==> config.mk <==
export PLATFORM = sky130hd
export DESIGN_NAME = fbmc_host
export DESIGN_NICKNAME = d
export VERILOG_FILES = /design/src/fbmc_pkg.sv /design/src/fbmc_sync.sv /design/src/fbmc_host.sv
export SDC_FILE = /design/constraint.sdc
export NUM_CORES = 1
export LEC_CHECK = 0
export BUFFER_PORTS_ARGS = -buffer_cell sky130_fd_sc_hd__buf_2
export CORE_MARGIN = 8
export CORE_UTILIZATION = 49
export CTS_CLUSTER_SIZE = 20
export DETAILED_ROUTE_END_ITERATION = 10
export PLACE_DENSITY = 0.76
export SYNTH_ARGS = -nofsm -noshare
export SYNTH_HDL_FRONTEND = slang
export SYNTH_SLANG_ARGS = --single-unit
==> constraint.sdc <==
create_clock -name CLOCK -period 2.2 [get_ports CLOCK]
set_clock_uncertainty 0.15 [all_clocks]
set_input_delay 0.11 -clock CLOCK [delete_from_list [all_inputs] [get_ports CLOCK]]
set_output_delay 0.11 -clock CLOCK [all_outputs]
set_load 0.01 [all_outputs]
==> src/fbmc_pkg.sv <==
// Constants and types shared by the flash bus mode host controller.
// ============================================================
// Behaviour
// RQ1: Read: select low, gate low, strobe high; device drives data.
// RQ2: Write: select and strobe low, gate high; host drives data.
// RQ3: Device command register latches write command, address and data.
// RQ4: Reset low for minimum pulse aborts, floats outputs, ignores cycles.
// RQ5: Hardware reset returns the device to array read.
// RQ6: Reset during program or erase keeps done flag low until reset finishes.
// RQ7: Idle reset settles; host waits reset-to-read delay before reading.
// RQ8: Power-up starts the device in array read.
// RQ9: Array reads need no command until a write changes the command register.
// RQ10: Erase targets sectors chosen by the upper address bits.
// RQ11: Identification command makes reads return internal codes.
// RQ12: Identification codes readable by elevated pin or software sequence.
// RQ13: Id read: id pin elevated, bit1 low, bit0 selects device code.
// RQ14: Protect verify: sector bits, bit1 high, reads 00H or 01H.
// RQ15: Host reissues a program or erase aborted by hardware reset; this controller only flags it on RSP_ABORTED_BUSY.
// RQ16: System reset may drive the flash reset to fetch boot code.
// RQ17: Device data pins float whenever output gate or chip select is high.
// RQ18: Address latched on later falling edge, data on earlier rising edge.
// RQ19: Wrong or out-of-order writes abandon the sequence and return to read.
// RQ20: Elevated reset level temporarily unprotects all sectors.
// RQ21: Protect: reset elevated, select low, gate high, bits1:0 10, bit6 dir.
package fbmc_pkg;

  localparam int CLK_MHZ = 100;
  localparam int ADDR_W  = 19;
  localparam int DATA_W  = 8;

  // ============================================================
  // Timing figures in ns and derived cycle counts.
  localparam int T_ACCESS_NS      = 70;
  localparam int T_WE_PULSE_NS    = 50;
  localparam int T_WR_HOLD_NS     = 20;
  localparam int T_RESET_PULSE_NS = 500;
  localparam int T_RESET_READ_NS  = 50;
  localparam int T_READY_BUSY_NS  = 20000;
  localparam int T_HV_SETUP_NS    = 4000;
  localparam int T_PROT_PULSE_NS  = 100000;
  localparam int SYNC_STAGES      = 2;

  function automatic int ns_up(input int ns);
    int c;
    c = (ns * CLK_MHZ + 999) / 1000;
    return (c < 1) ? 1 : c;
  endfunction

  localparam int ACCESS_CYC      = ns_up(T_ACCESS_NS) + SYNC_STAGES;
  localparam int WE_PULSE_CYC    = ns_up(T_WE_PULSE_NS);
  localparam int WR_HOLD_CYC     = ns_up(T_WR_HOLD_NS);
  localparam int RESET_PULSE_CYC = ns_up(T_RESET_PULSE_NS);
  localparam int RESET_READ_CYC  = ns_up(T_RESET_READ_NS);
  localparam int READY_BUSY_CYC  = (T_READY_BUSY_NS * CLK_MHZ) / 1000;
  localparam int HV_SETUP_CYC    = ns_up(T_HV_SETUP_NS);
  localparam int PROT_PULSE_CYC  = ns_up(T_PROT_PULSE_NS);

  // ============================================================
  // Address bit positions.
  localparam int SECTOR_LSB  = 13;
  localparam int PROT_DIR_BIT = 6;
  localparam int ID_SEL1_BIT = 1;
  localparam int ID_SEL0_BIT = 0;

  typedef enum logic [2:0] {
    FBMC_OP_READ,
    FBMC_OP_WRITE,
    FBMC_OP_ID_READ,
    FBMC_OP_PROTECT,
    FBMC_OP_UNPROTECT,
    FBMC_OP_RESET
  } fbmc_op_t;

  typedef struct packed {
    fbmc_op_t            op;
    logic [ADDR_W-1:0]   addr;
    logic [DATA_W-1:0]   data;
  } fbmc_cmd_t;

  typedef struct packed {
    logic ce_n;
    logic oe_n;
    logic we_n;
  } fbmc_strobe_t;

endpackage

==> src/fbmc_sync.sv <==
// Two-stage synchroniser, one chain per bit.
`timescale 1ns/10ps
`default_nettype none
module fbmc_sync
  import fbmc_pkg::*;
#(
  parameter int WIDTH = 1
)
(
  input  wire logic             clk,
  input  wire logic             srst,
  input  wire logic [WIDTH-1:0] async_in,
  output var  logic [WIDTH-1:0] sync_out
);

  genvar i;
  generate
    for (i = 0; i < WIDTH; i++)
    begin : g_bit
      logic meta_reg;
      logic stable_reg;
      always_ff @(posedge clk)
      begin
        if (srst)
        begin
          meta_reg   <= 1'b0;
          stable_reg <= 1'b0;
        end
        else
        begin
          meta_reg   <= async_in[i];
          stable_reg <= meta_reg;
        end
      end
      assign sync_out[i] = stable_reg;
    end
  endgenerate

endmodule
`default_nettype wire

==> src/fbmc_host.sv <==
// Host-side controller driving the parallel flash bus pins.
`timescale 1ns/10ps
`default_nettype none
module fbmc_host
  import fbmc_pkg::*;
#(
  parameter int PROT_PULSE_CYCLES = PROT_PULSE_CYC,
  parameter int READY_CYCLES      = READY_BUSY_CYC
)
(
  input  wire logic              CLOCK,
  input  wire logic              SRST,
  input  wire logic              CMD_VALID,
  output var  logic              CMD_READY,
  input  wire fbmc_cmd_t         CMD,
  output var  logic              RSP_VALID,
  output var  logic [DATA_W-1:0] RSP_DATA,
  output var  logic              RSP_ABORTED_BUSY,
  output var  logic              FL_CE_N,
  output var  logic              FL_OE_N,
  output var  logic              FL_WE_N,
  output var  logic              FL_RESET_N,
  output var  logic              FL_RESET_ELEVATED,
  output var  logic              FL_ID_ELEVATED,
  output var  logic [ADDR_W-1:0] FL_ADDR,
  output var  logic [DATA_W-1:0] FL_DQ_O,
  output var  logic              FL_DQ_OE,
  input  wire logic [DATA_W-1:0] FL_DQ_I,
  input  wire logic              FL_OP_DONE_FLAG
);

  // ============================================================
  // States and storage.
  typedef enum logic [3:0] {
    S_IDLE,
    S_RD_WAIT,
    S_WR_SETUP,
    S_WR_PULSE,
    S_WR_HOLD,
    S_HV_SETUP,
    S_RST_LOW,
    S_RST_BUSY,
    S_RST_READ,
    S_END
  } fbmc_state_t;

  fbmc_state_t       state_reg;
  fbmc_state_t       state_next;
  logic [15:0]       cnt_reg;
  logic [15:0]       cnt_next;
  fbmc_cmd_t         cmd_reg;
  fbmc_strobe_t      strobe_reg;
  fbmc_strobe_t      strobe_next;
  logic              rst_n_reg;
  logic              rst_hv_reg;
  logic              id_hv_reg;
  logic [ADDR_W-1:0] addr_reg;
  logic              dq_oe_reg;
  logic              rsp_valid_reg;
  logic [DATA_W-1:0] rsp_data_reg;
  logic              aborted_reg;
  logic              ready_reg;
  logic [DATA_W-1:0] dq_sync;
  logic              done_sync;

  // ============================================================
  // Pin input synchronisers.
  fbmc_sync #(.WIDTH(DATA_W + 1)) u_sync (
    .clk      (CLOCK),
    .srst     (SRST),
    .async_in ({FL_OP_DONE_FLAG, FL_DQ_I}),
    .sync_out ({done_sync, dq_sync})
  );

  // ============================================================
  // Decode of the accepted command.
  wire             take_cmd   = ready_reg && CMD_VALID;
  wire             cnt_zero   = (cnt_reg == 16'h0000);
  wire             is_prot    = (CMD.op == FBMC_OP_PROTECT) ||
                                (CMD.op == FBMC_OP_UNPROTECT);
  wire             is_hv_prot = (cmd_reg.op == FBMC_OP_PROTECT) ||
                                (cmd_reg.op == FBMC_OP_UNPROTECT);
  wire             unprot_dir = (CMD.op == FBMC_OP_UNPROTECT);
  wire [ADDR_W-1:0] prot_addr = {CMD.addr[ADDR_W-1:PROT_DIR_BIT+1],
                                 unprot_dir,
                                 CMD.addr[PROT_DIR_BIT-1:ID_SEL1_BIT+1],
                                 2'h2}; // [RQ21] [RQ10]
  wire [ADDR_W-1:0] addr_sel  = is_prot ? prot_addr : CMD.addr;
  wire [15:0] pulse_cyc = is_hv_prot ? 16'(PROT_PULSE_CYCLES - 1)
                                     : 16'(WE_PULSE_CYC - 1);

  // ============================================================
  // Next state and counter.
  always_comb
  begin
    state_next  = state_reg;
    cnt_next    = cnt_zero ? 16'h0000 : 16'(cnt_reg - 16'h0001);
    strobe_next = strobe_reg;
    unique case (state_reg)
      S_IDLE:
      begin
        strobe_next = '{ce_n: 1'b1, oe_n: 1'b1, we_n: 1'b1};
        if (take_cmd)
        begin
          unique case (CMD.op)
            FBMC_OP_READ, FBMC_OP_ID_READ: // [RQ9]
            begin
              state_next  = S_RD_WAIT;
              cnt_next    = 16'(ACCESS_CYC - 1);
              strobe_next = '{ce_n: 1'b0, oe_n: 1'b0, we_n: 1'b1}; // [RQ1]
            end
            FBMC_OP_WRITE: // [RQ19]
            begin
              state_next  = S_WR_SETUP;
              cnt_next    = 16'h0000;
              strobe_next = '{ce_n: 1'b0, oe_n: 1'b1, we_n: 1'b1}; // [RQ2]
            end
            FBMC_OP_PROTECT, FBMC_OP_UNPROTECT:
            begin
              state_next  = S_HV_SETUP;
              cnt_next    = 16'(HV_SETUP_CYC - 1);
              strobe_next = '{ce_n: 1'b0, oe_n: 1'b1, we_n: 1'b1}; // [RQ21]
            end
            FBMC_OP_RESET:
            begin
              state_next = S_RST_LOW;
              cnt_next   = 16'(RESET_PULSE_CYC - 1); // [RQ4]
            end
            default:
            begin
              state_next = S_IDLE;
            end
          endcase
        end
      end
      S_RD_WAIT:
        if (cnt_zero)
        begin
          state_next  = S_END;
          strobe_next = '{ce_n: 1'b1, oe_n: 1'b1, we_n: 1'b1}; // [RQ17]
        end
      S_WR_SETUP, S_HV_SETUP:
        if (cnt_zero)
        begin
          state_next  = S_WR_PULSE;
          cnt_next    = pulse_cyc;
          strobe_next = '{ce_n: 1'b0, oe_n: 1'b1, we_n: 1'b0}; // [RQ18]
        end
      S_WR_PULSE:
        if (cnt_zero)
        begin
          state_next  = S_WR_HOLD;
          cnt_next    = 16'(WR_HOLD_CYC - 1);
          strobe_next = '{ce_n: 1'b0, oe_n: 1'b1, we_n: 1'b1}; // [RQ18]
        end
      S_WR_HOLD:
        if (cnt_zero)
        begin
          state_next  = S_END;
          strobe_next = '{ce_n: 1'b1, oe_n: 1'b1, we_n: 1'b1};
        end
      S_RST_LOW:
        if (cnt_zero)
        begin
          state_next = S_RST_BUSY;
          cnt_next   = 16'(READY_CYCLES - 1);
        end
      S_RST_BUSY:
        if (done_sync || cnt_zero) // [RQ6]
        begin
          state_next = S_RST_READ;
          cnt_next   = 16'(RESET_READ_CYC - 1); // [RQ7]
        end
      S_RST_READ:
        if (cnt_zero)
        begin
          state_next = S_END; // [RQ5]
        end
      S_END:
        state_next = S_IDLE;
    endcase
  end

  // ============================================================
  // Registered state, strobes and pin levels.
  always_ff @(posedge CLOCK)
  begin
    if (SRST)
    begin
      state_reg  <= S_IDLE; // [RQ8]
      cnt_reg    <= 16'h0000;
      strobe_reg <= '{ce_n: 1'b1, oe_n: 1'b1, we_n: 1'b1};
      ready_reg  <= 1'b0;
    end
    else
    begin
      state_reg  <= state_next;
      cnt_reg    <= cnt_next;
      strobe_reg <= strobe_next;
      ready_reg  <= (state_next == S_IDLE);
    end
  end

  always_ff @(posedge CLOCK)
  begin
    if (SRST)
    begin
      cmd_reg    <= '0;
      addr_reg   <= '0;
      dq_oe_reg  <= 1'b0;
      rst_n_reg  <= 1'b1;
      rst_hv_reg <= 1'b0;
      id_hv_reg  <= 1'b0;
    end
    else if (take_cmd)
    begin
      cmd_reg    <= CMD; // [RQ3]
      addr_reg   <= addr_sel;
      dq_oe_reg  <= (CMD.op == FBMC_OP_WRITE) || is_prot; // [RQ2]
      rst_n_reg  <= (CMD.op != FBMC_OP_RESET); // [RQ4] [RQ16]
      rst_hv_reg <= is_prot; // [RQ21]
      id_hv_reg  <= (CMD.op == FBMC_OP_ID_READ); // [RQ13] [RQ12]
    end
    else
    begin
      if (state_next == S_END && state_reg != S_RST_READ)
      begin
        dq_oe_reg  <= 1'b0;
        rst_hv_reg <= 1'b0;
        id_hv_reg  <= 1'b0;
      end
      if (state_reg == S_RST_LOW && cnt_zero)
      begin
        rst_n_reg <= 1'b1;
      end
    end
  end

  // ============================================================
  // Answers to the user side.
  always_ff @(posedge CLOCK)
  begin
    if (SRST)
    begin
      rsp_valid_reg <= 1'b0;
      rsp_data_reg  <= 8'h00;
      aborted_reg   <= 1'b0;
    end
    else
    begin
      rsp_valid_reg <= (state_reg == S_END);
      if (state_reg == S_RD_WAIT && cnt_zero)
      begin
        rsp_data_reg <= dq_sync; // [RQ1] [RQ14] [RQ11]
      end
      if (take_cmd && CMD.op == FBMC_OP_RESET)
      begin
        aborted_reg <= !done_sync; // [RQ15]
      end
    end
  end

  assign CMD_READY         = ready_reg;
  assign RSP_VALID         = rsp_valid_reg;
  assign RSP_DATA          = rsp_data_reg;
  assign RSP_ABORTED_BUSY  = aborted_reg;
  assign FL_CE_N           = strobe_reg.ce_n;
  assign FL_OE_N           = strobe_reg.oe_n;
  assign FL_WE_N           = strobe_reg.we_n;
  assign FL_RESET_N        = rst_n_reg;
  assign FL_RESET_ELEVATED = rst_hv_reg; // [RQ20]
  assign FL_ID_ELEVATED    = id_hv_reg;
  assign FL_ADDR           = addr_reg;
  assign FL_DQ_O           = cmd_reg.data;
  assign FL_DQ_OE          = dq_oe_reg;

endmodule
`default_nettype wire

==> out/metrics.cfg, run 1 <==
[floorplanning]
start_util_pct=50.5
std_cell_rows=32
core_area_um2=7730
die_y_um=105
die_x_um=105
die_area_um2=11100
io_pins=87

[drt]
drc=0
routedWlPerCell_um=15.8
routed_wl_um=11400
via_per_inst=5.32
postRouteAntennaNets=0
first_iter_violations=278
dr.pass1.iters=5
vias=3855

[worst_setup_path]
r2r_end=FL_RESET_ELEVATED
cp.required_ns=2.26
crit_fanout=5
start_kind=flip-flop
r2r_slack_ns=0.007
end_kind=flip-flop
critPathKind=flip-flop to flip-flop
r2r_start=cnt_reg[1]
arrival_ns=2.26
r2r_cells=8
crit_end=FL_RESET_ELEVATED
crit_start=cnt_reg[1]

[synth]
synth-edff-count=0
async_flop_share_pct=0
yosys-top-cells-area=dfxtp_1 (44%), nand2_1 (8.0%), a21oi_1 (6.4%)
synth_area_um2=3900
ys_seq_area_share_pct=44.1
syn_avg_cell_area_um2=8.25
synth_ff_type=dfxtp_1
synth_fp_nets=516
synthCells=473
synth_top_area_cell=dfxtp_1
synth_cell_type_count=63
synth_top_area_share_pct=44.1
ys_ff_latch=86
yosys_warnings=0

[cells_and_area]
stdcell_area_um2=5340
drive_above_1_share_pct=29.0
largest_register_ffs=19
area_growth_pct=36.7
nNetsFinal=659

[status]
status=finished clean

[pwr]
vdd_drop_max_mv=0.843
switching_share_pct=39.8
power_frac_seq_pct=28.4
p_comb_share_pct=55.0
pwr-share-clk_pct=16.6
p_leak_nw=2.30
p_int_mw=4.19
p_sw_mw=2.76
power.density_nw_per_um2=1300

[min_path]
hp-class=primary input to flip-flop

[global_route]
grt_usage_pct=20.6
grt_overflow=0
grt_pass1_vias=3891
grt_pass1_wl_um=18900
grt_max_degree=40
antenna_found_initial=1

[place]
placement.io_buffers=86
placed_area_um2=4620
finalWeightedCongestion=0.906
hpwl_um=7560

[run]
drv_cap=0

[timing]
post-route-period-util_pct=99.7
worst_slew_pin_slew_ns=0.706
tns_ns=0
period_needed_ns=2.19
setup_viol=0
maxSlewViolCount=0
hold_viol=0
rsz0062_at_grt=yes
timing.fmax_mhz=456
maxSlewHeadroom_pct=52.9

[clocking]
clockRootBuffer=clkbuf_8
clkSinkCount=86
clk_pin_slew_ns=0.10
cts_tree=yes
clk_latency_ns=0.37
htreeDepth=3
ctsLongestPathBuffers=2
cts_inserted_buffers=9

## critical path, cell delays in order (launching register included)
cell and delay [ns]:
dfxtp_2 0.34, inv_2 0.06, ha_4 0.14, nor3b_4 0.32, and4_1 0.29, mux2i_1 0.21, o32a_1 0.18, and4b_1 0.26
o22ai_1 0.10
## routing by layer
metal / global-route usage [%] / part of all wire (%)
met5: 0 / 0
met4: 8.36 / 2.4
met3: 6.39 / 7.0
met2: 34.6 / 49
met1: 23.8 / 42
## power groups by stage
stage                     clock network [mW]  logic (mW)  registers (mW)
after floorplan                            0        2.13            2.01
after global placement                     0        3.23            1.98
after detailed placement                   0        3.30            2.00
after CTS                               1.18        3.45            1.97
after global routing                    1.24        4.16            2.01
final                                   1.16        3.82            1.97
## cells in the final DEF (no fill, tap or decap), drive strengths merged, types with 3 or more instances in the layout
cell	Yosys	layout
buf	13	133
o22ai	3	3
a31oi	4	4
o221ai	3	3
o31ai	3	3
nor3	8	8
xor2	5	5
nand2	83	83
a21oi	51	51
inv	7	10
nor2	45	45
and2	3	3
nand3b	9	9
nand3	5	5
nand2b	6	6
clkbuf	27	9
or4	4	4
dfxtp	86	86
nor2b	23	23
clkinvlp	0	3
o21ai	20	20
dlygate4sd3	0	39
mux2i	10	10
nor4	7	7
xnor2	8	8
a21o	4	4
## stage by stage
stage / utilization, % / hold WS [ns] / power (mW) / instances / setup WS, ns
after floorplan: - / 0.0882 / 4.14 / 473 / 0.0569
after detailed placement: 59.7 / 0.180 / 5.30 / 663 / -0.155
after global routing: 69.1 / 0.155 / 7.40 / 724 / -0.0787
final: 69.1 / 0.146 / 6.95 / 724 / 0.00684
after CTS: 67.7 / 0.116 / 6.59 / 719 / -0.00230
after global placement: 59.7 / 0.169 / 5.21 / 663 / -0.0625
## cell usage after synthesis, types with 4 or more instances
library cell and instances:
nand2b_1 6, dfxtp_1 86, mux2i_1 10, xnor2_1 8, nand3_1 4, a21oi_1 50
o21ai_1 6, o21ai_0 14, nor2_1 45, nor2b_1 23, nand2_1 83, nand3b_1 9
nor3_1 7, a21o_1 4, clkbuf_1 26, inv_1 7, buf_4 9, xor2_1 5
a31oi_1 4
## cells by family after synthesis
group	synth area share, %
and+or+nand+nor	27.6
AOI/OAI and AO/OA	17.0
DFF	44.1
buffers and inverters	5.45
xor gates and xnor gates	2.92
muxes	2.56
adders and majority gates	0.320
## area by class of cell
type	count	area [µm²]
multi-input cells	340	2050
fillers	596	2390
clock inverters	7	81.3
flip-flops and latches	86	1730
inverters	7	26.3
diodes	1	2.50
clock buffers	9	124
repair buffers	172	1200
well taps	102	128
## how the worst min path moves through the flow
stage | start | slack [ns] | to | cells after the start
2_1_floorplan | FL_DQ_I[0] | 0.09 | u_sync.g_bit[0].meta_reg | 1
3_3_place_gp | FL_DQ_I[1] | 0.17 | u_sync.g_bit[1].meta_reg | 2
3_5_place_dp | FL_DQ_I[2] | 0.18 | u_sync.g_bit[2].meta_reg | 2
4_1_cts | SRST | 0.12 | state_reg[2] | 2
5_1_grt | SRST | 0.16 | state_reg[2] | 2
6_report | SRST | 0.15 | state_reg[2] | 2
## what timing repair did
action,in CTS,in global routing
setup endpoints to repair,20,29
hold buffers,39,0
buffers inserted,1,4
pin swaps,5,23
resized for setup,5,20
endpoints found under the hold margin,43,0
Power figures use the tool's default switching activity.
==> run 2, diff against run 1 <==
--- a/config.mk
+++ b/config.mk
@@ -10,7 +10,7 @@
 export CORE_UTILIZATION = 49
 export CTS_CLUSTER_SIZE = 20
 export DETAILED_ROUTE_END_ITERATION = 10
-export PLACE_DENSITY = 0.76
+export PLACE_DENSITY = 0.72
 export SYNTH_ARGS = -nofsm -noshare
 export SYNTH_HDL_FRONTEND = slang
 export SYNTH_SLANG_ARGS = --single-unit
==> out/metrics.cfg, run 2 (synthesized netlist as in run 1, its figures left out) <==
[cells_and_area]
final_cell_mix=buf_2 (86), dfxtp_1 (83), nand2_1 (82)
final_core_util_pct=71.4
nFillCells=573
area_growth_pct=41.3
antenna_cells=0
drive_above_1_share_pct=31.1
largest_register_ffs=19
stdcell_area_um2=5520
final_common_cell=buf_2
nNetsFinal=672
instances_no_fill=736

[worst_setup_path]
r2r_cells=7
r2r_start=cnt_reg[5]
end_kind=flip-flop
critPathBufInv=1
crit_end=RSP_DATA[7]
cpPeakStageDelay_ns=0.52
crit_cells=7
crit_start=cnt_reg[5]
path_delay_family=simple AND/OR/NAND/NOR gates
arrival_ns=2.33
worstPathCellList=buf_6 > or4_4 > nor4_4 > and3b_2 > nand3_4 > mux2i_1 > nor2_1
r2r_end=RSP_DATA[7]
cp.required_ns=2.31
slowest_stage=or4_4
start_kind=flip-flop
critPathKind=flip-flop to flip-flop
crit_fanout=8
r2r_slack_ns=-0.02

[drt]
vias=3947
highest_layer=met4
route.met3.wl_um=822
wl_met1_um=4880
routed_wl_um=11800
via_per_inst=5.36
drc=0
dr_wl_met2_um=5860
dr.pass1.iters=5
routedWlPerCell_um=16.1
first_iter_violations=314
postRouteAntennaNets=0

[timing]
post-route-period-util_pct=101
maxSlewHeadroom_pct=72.5
worst_slew_pin_slew_ns=0.402
period_needed_ns=2.22
hold_ws_ns=0.205
maxSlewViolCount=0
setup_viol=8
hold_viol=0
fin_ws_ns=-0.0241
timing.fmax_mhz=450
tns_ns=-0.104
rsz0062_at_grt=yes

[global_route]
grt_max_degree=30
grt_pass1_vias=3845
grt_usage_pct=20.6
antenna_found_initial=0
grt_overflow=0
grt_pass1_wl_um=18800

[place]
finalWeightedCongestion=0.899
place_ws_ns=-0.104
place_inst=671
placed_area_um2=4680
placement.io_buffers=86
hpwl_um=7520

[status]
violations=negative setup slack
status=finished, violations left

[floorplanning]
die_x_um=105
die_area_um2=11100
start_util_pct=50.5
die_y_um=105
io_pins=87
core_area_um2=7730
std_cell_rows=32

[pwr]
p_comb_share_pct=56.4
vdd_drop_max_mv=0.699
power_frac_seq_pct=26.4
switching_share_pct=39.3
power.density_nw_per_um2=1340
p_sw_mw=2.92
pwr-share-clk_pct=17.3
power_mw=7.42
p_leak_nw=2.39
p_int_mw=4.50

[min_path]
hold_depth=5
min_from=CMD_VALID
hp-class=primary input to flip-flop

[clocking]
clkSinkCount=86
cts_tree=yes
htreeDepth=3
clk_latency_ns=0.37
cts_inserted_buffers=9
clockRootBuffer=clkbuf_8
clk_pin_slew_ns=0.09
ctsLongestPathBuffers=2

[run]
drv_cap=0

-- run 2: cell count changes in the layout (fill, tap and decap cells not counted), sizes merged --
cell / delta
diode: -1
bufinv: +1
inv: +1
buf: +12
clkinvlp: -3
dlygate4sd3: +1
clkinv: +1
-- run 2: final cells by class --
type                            count  area, µm²  area share (%)
Tap cell                          102        128            2.31
Clock buffer                        9        124            2.25
Clock inverter                      7        103            1.86
Sequential cell                    86       1730            31.3
Timing Repair Buffer              185       1320            24.0
Inverter                            7       26.3           0.476
Multi-Input combinational cell    340       2090            37.9
-- run 2: power by group through the flow --
stage | Combinational (mW) | Sequential, mW | Clock [mW]
2_1_floorplan | 2.13 | 2.01 | 0
3_3_place_gp | 3.38 | 1.96 | 0
3_5_place_dp | 3.43 | 1.97 | 0
4_1_cts | 3.59 | 1.94 | 1.29
5_1_grt | 4.52 | 1.98 | 1.37
6_report | 4.18 | 1.96 | 1.28
-- run 2: timing repair --
action | in CTS | in global routing
pin swaps | 2 | 19
setup buffers | 2 | 7
endpoints found under the setup margin | 23 | 30
hold buffers | 40 | 0
gates resized for setup | 5 | 32
hold endpoints to repair | 47 | 0
-- run 2: routing by layer --
layer | global-route usage (%) | vias to the layer above
met3 | 7.25 | 24
met2 | 35.1 | 127
met5 | 0 | -
li1 | - | 1928
met4 | 7.54 | 0
met1 | 23.1 | 1868
-- run 2: worst min-delay path by stage --
stage,to
after floorplan,u_sync.g_bit[0].meta_reg
after global placement,u_sync.g_bit[1].meta_reg
after detailed placement,u_sync.g_bit[4].meta_reg
after CTS,FL_ADDR[3]
after global routing,FL_ADDR[3]
final,FL_ADDR[7]
-- run 2: worst reg2reg max path: cells and delay by family, from the launching register on --
family,cells,cell delay [ns]
buf+inv,1,0.11
flops,1,0.34
mux,1,0.21
simple gates,5,1.30
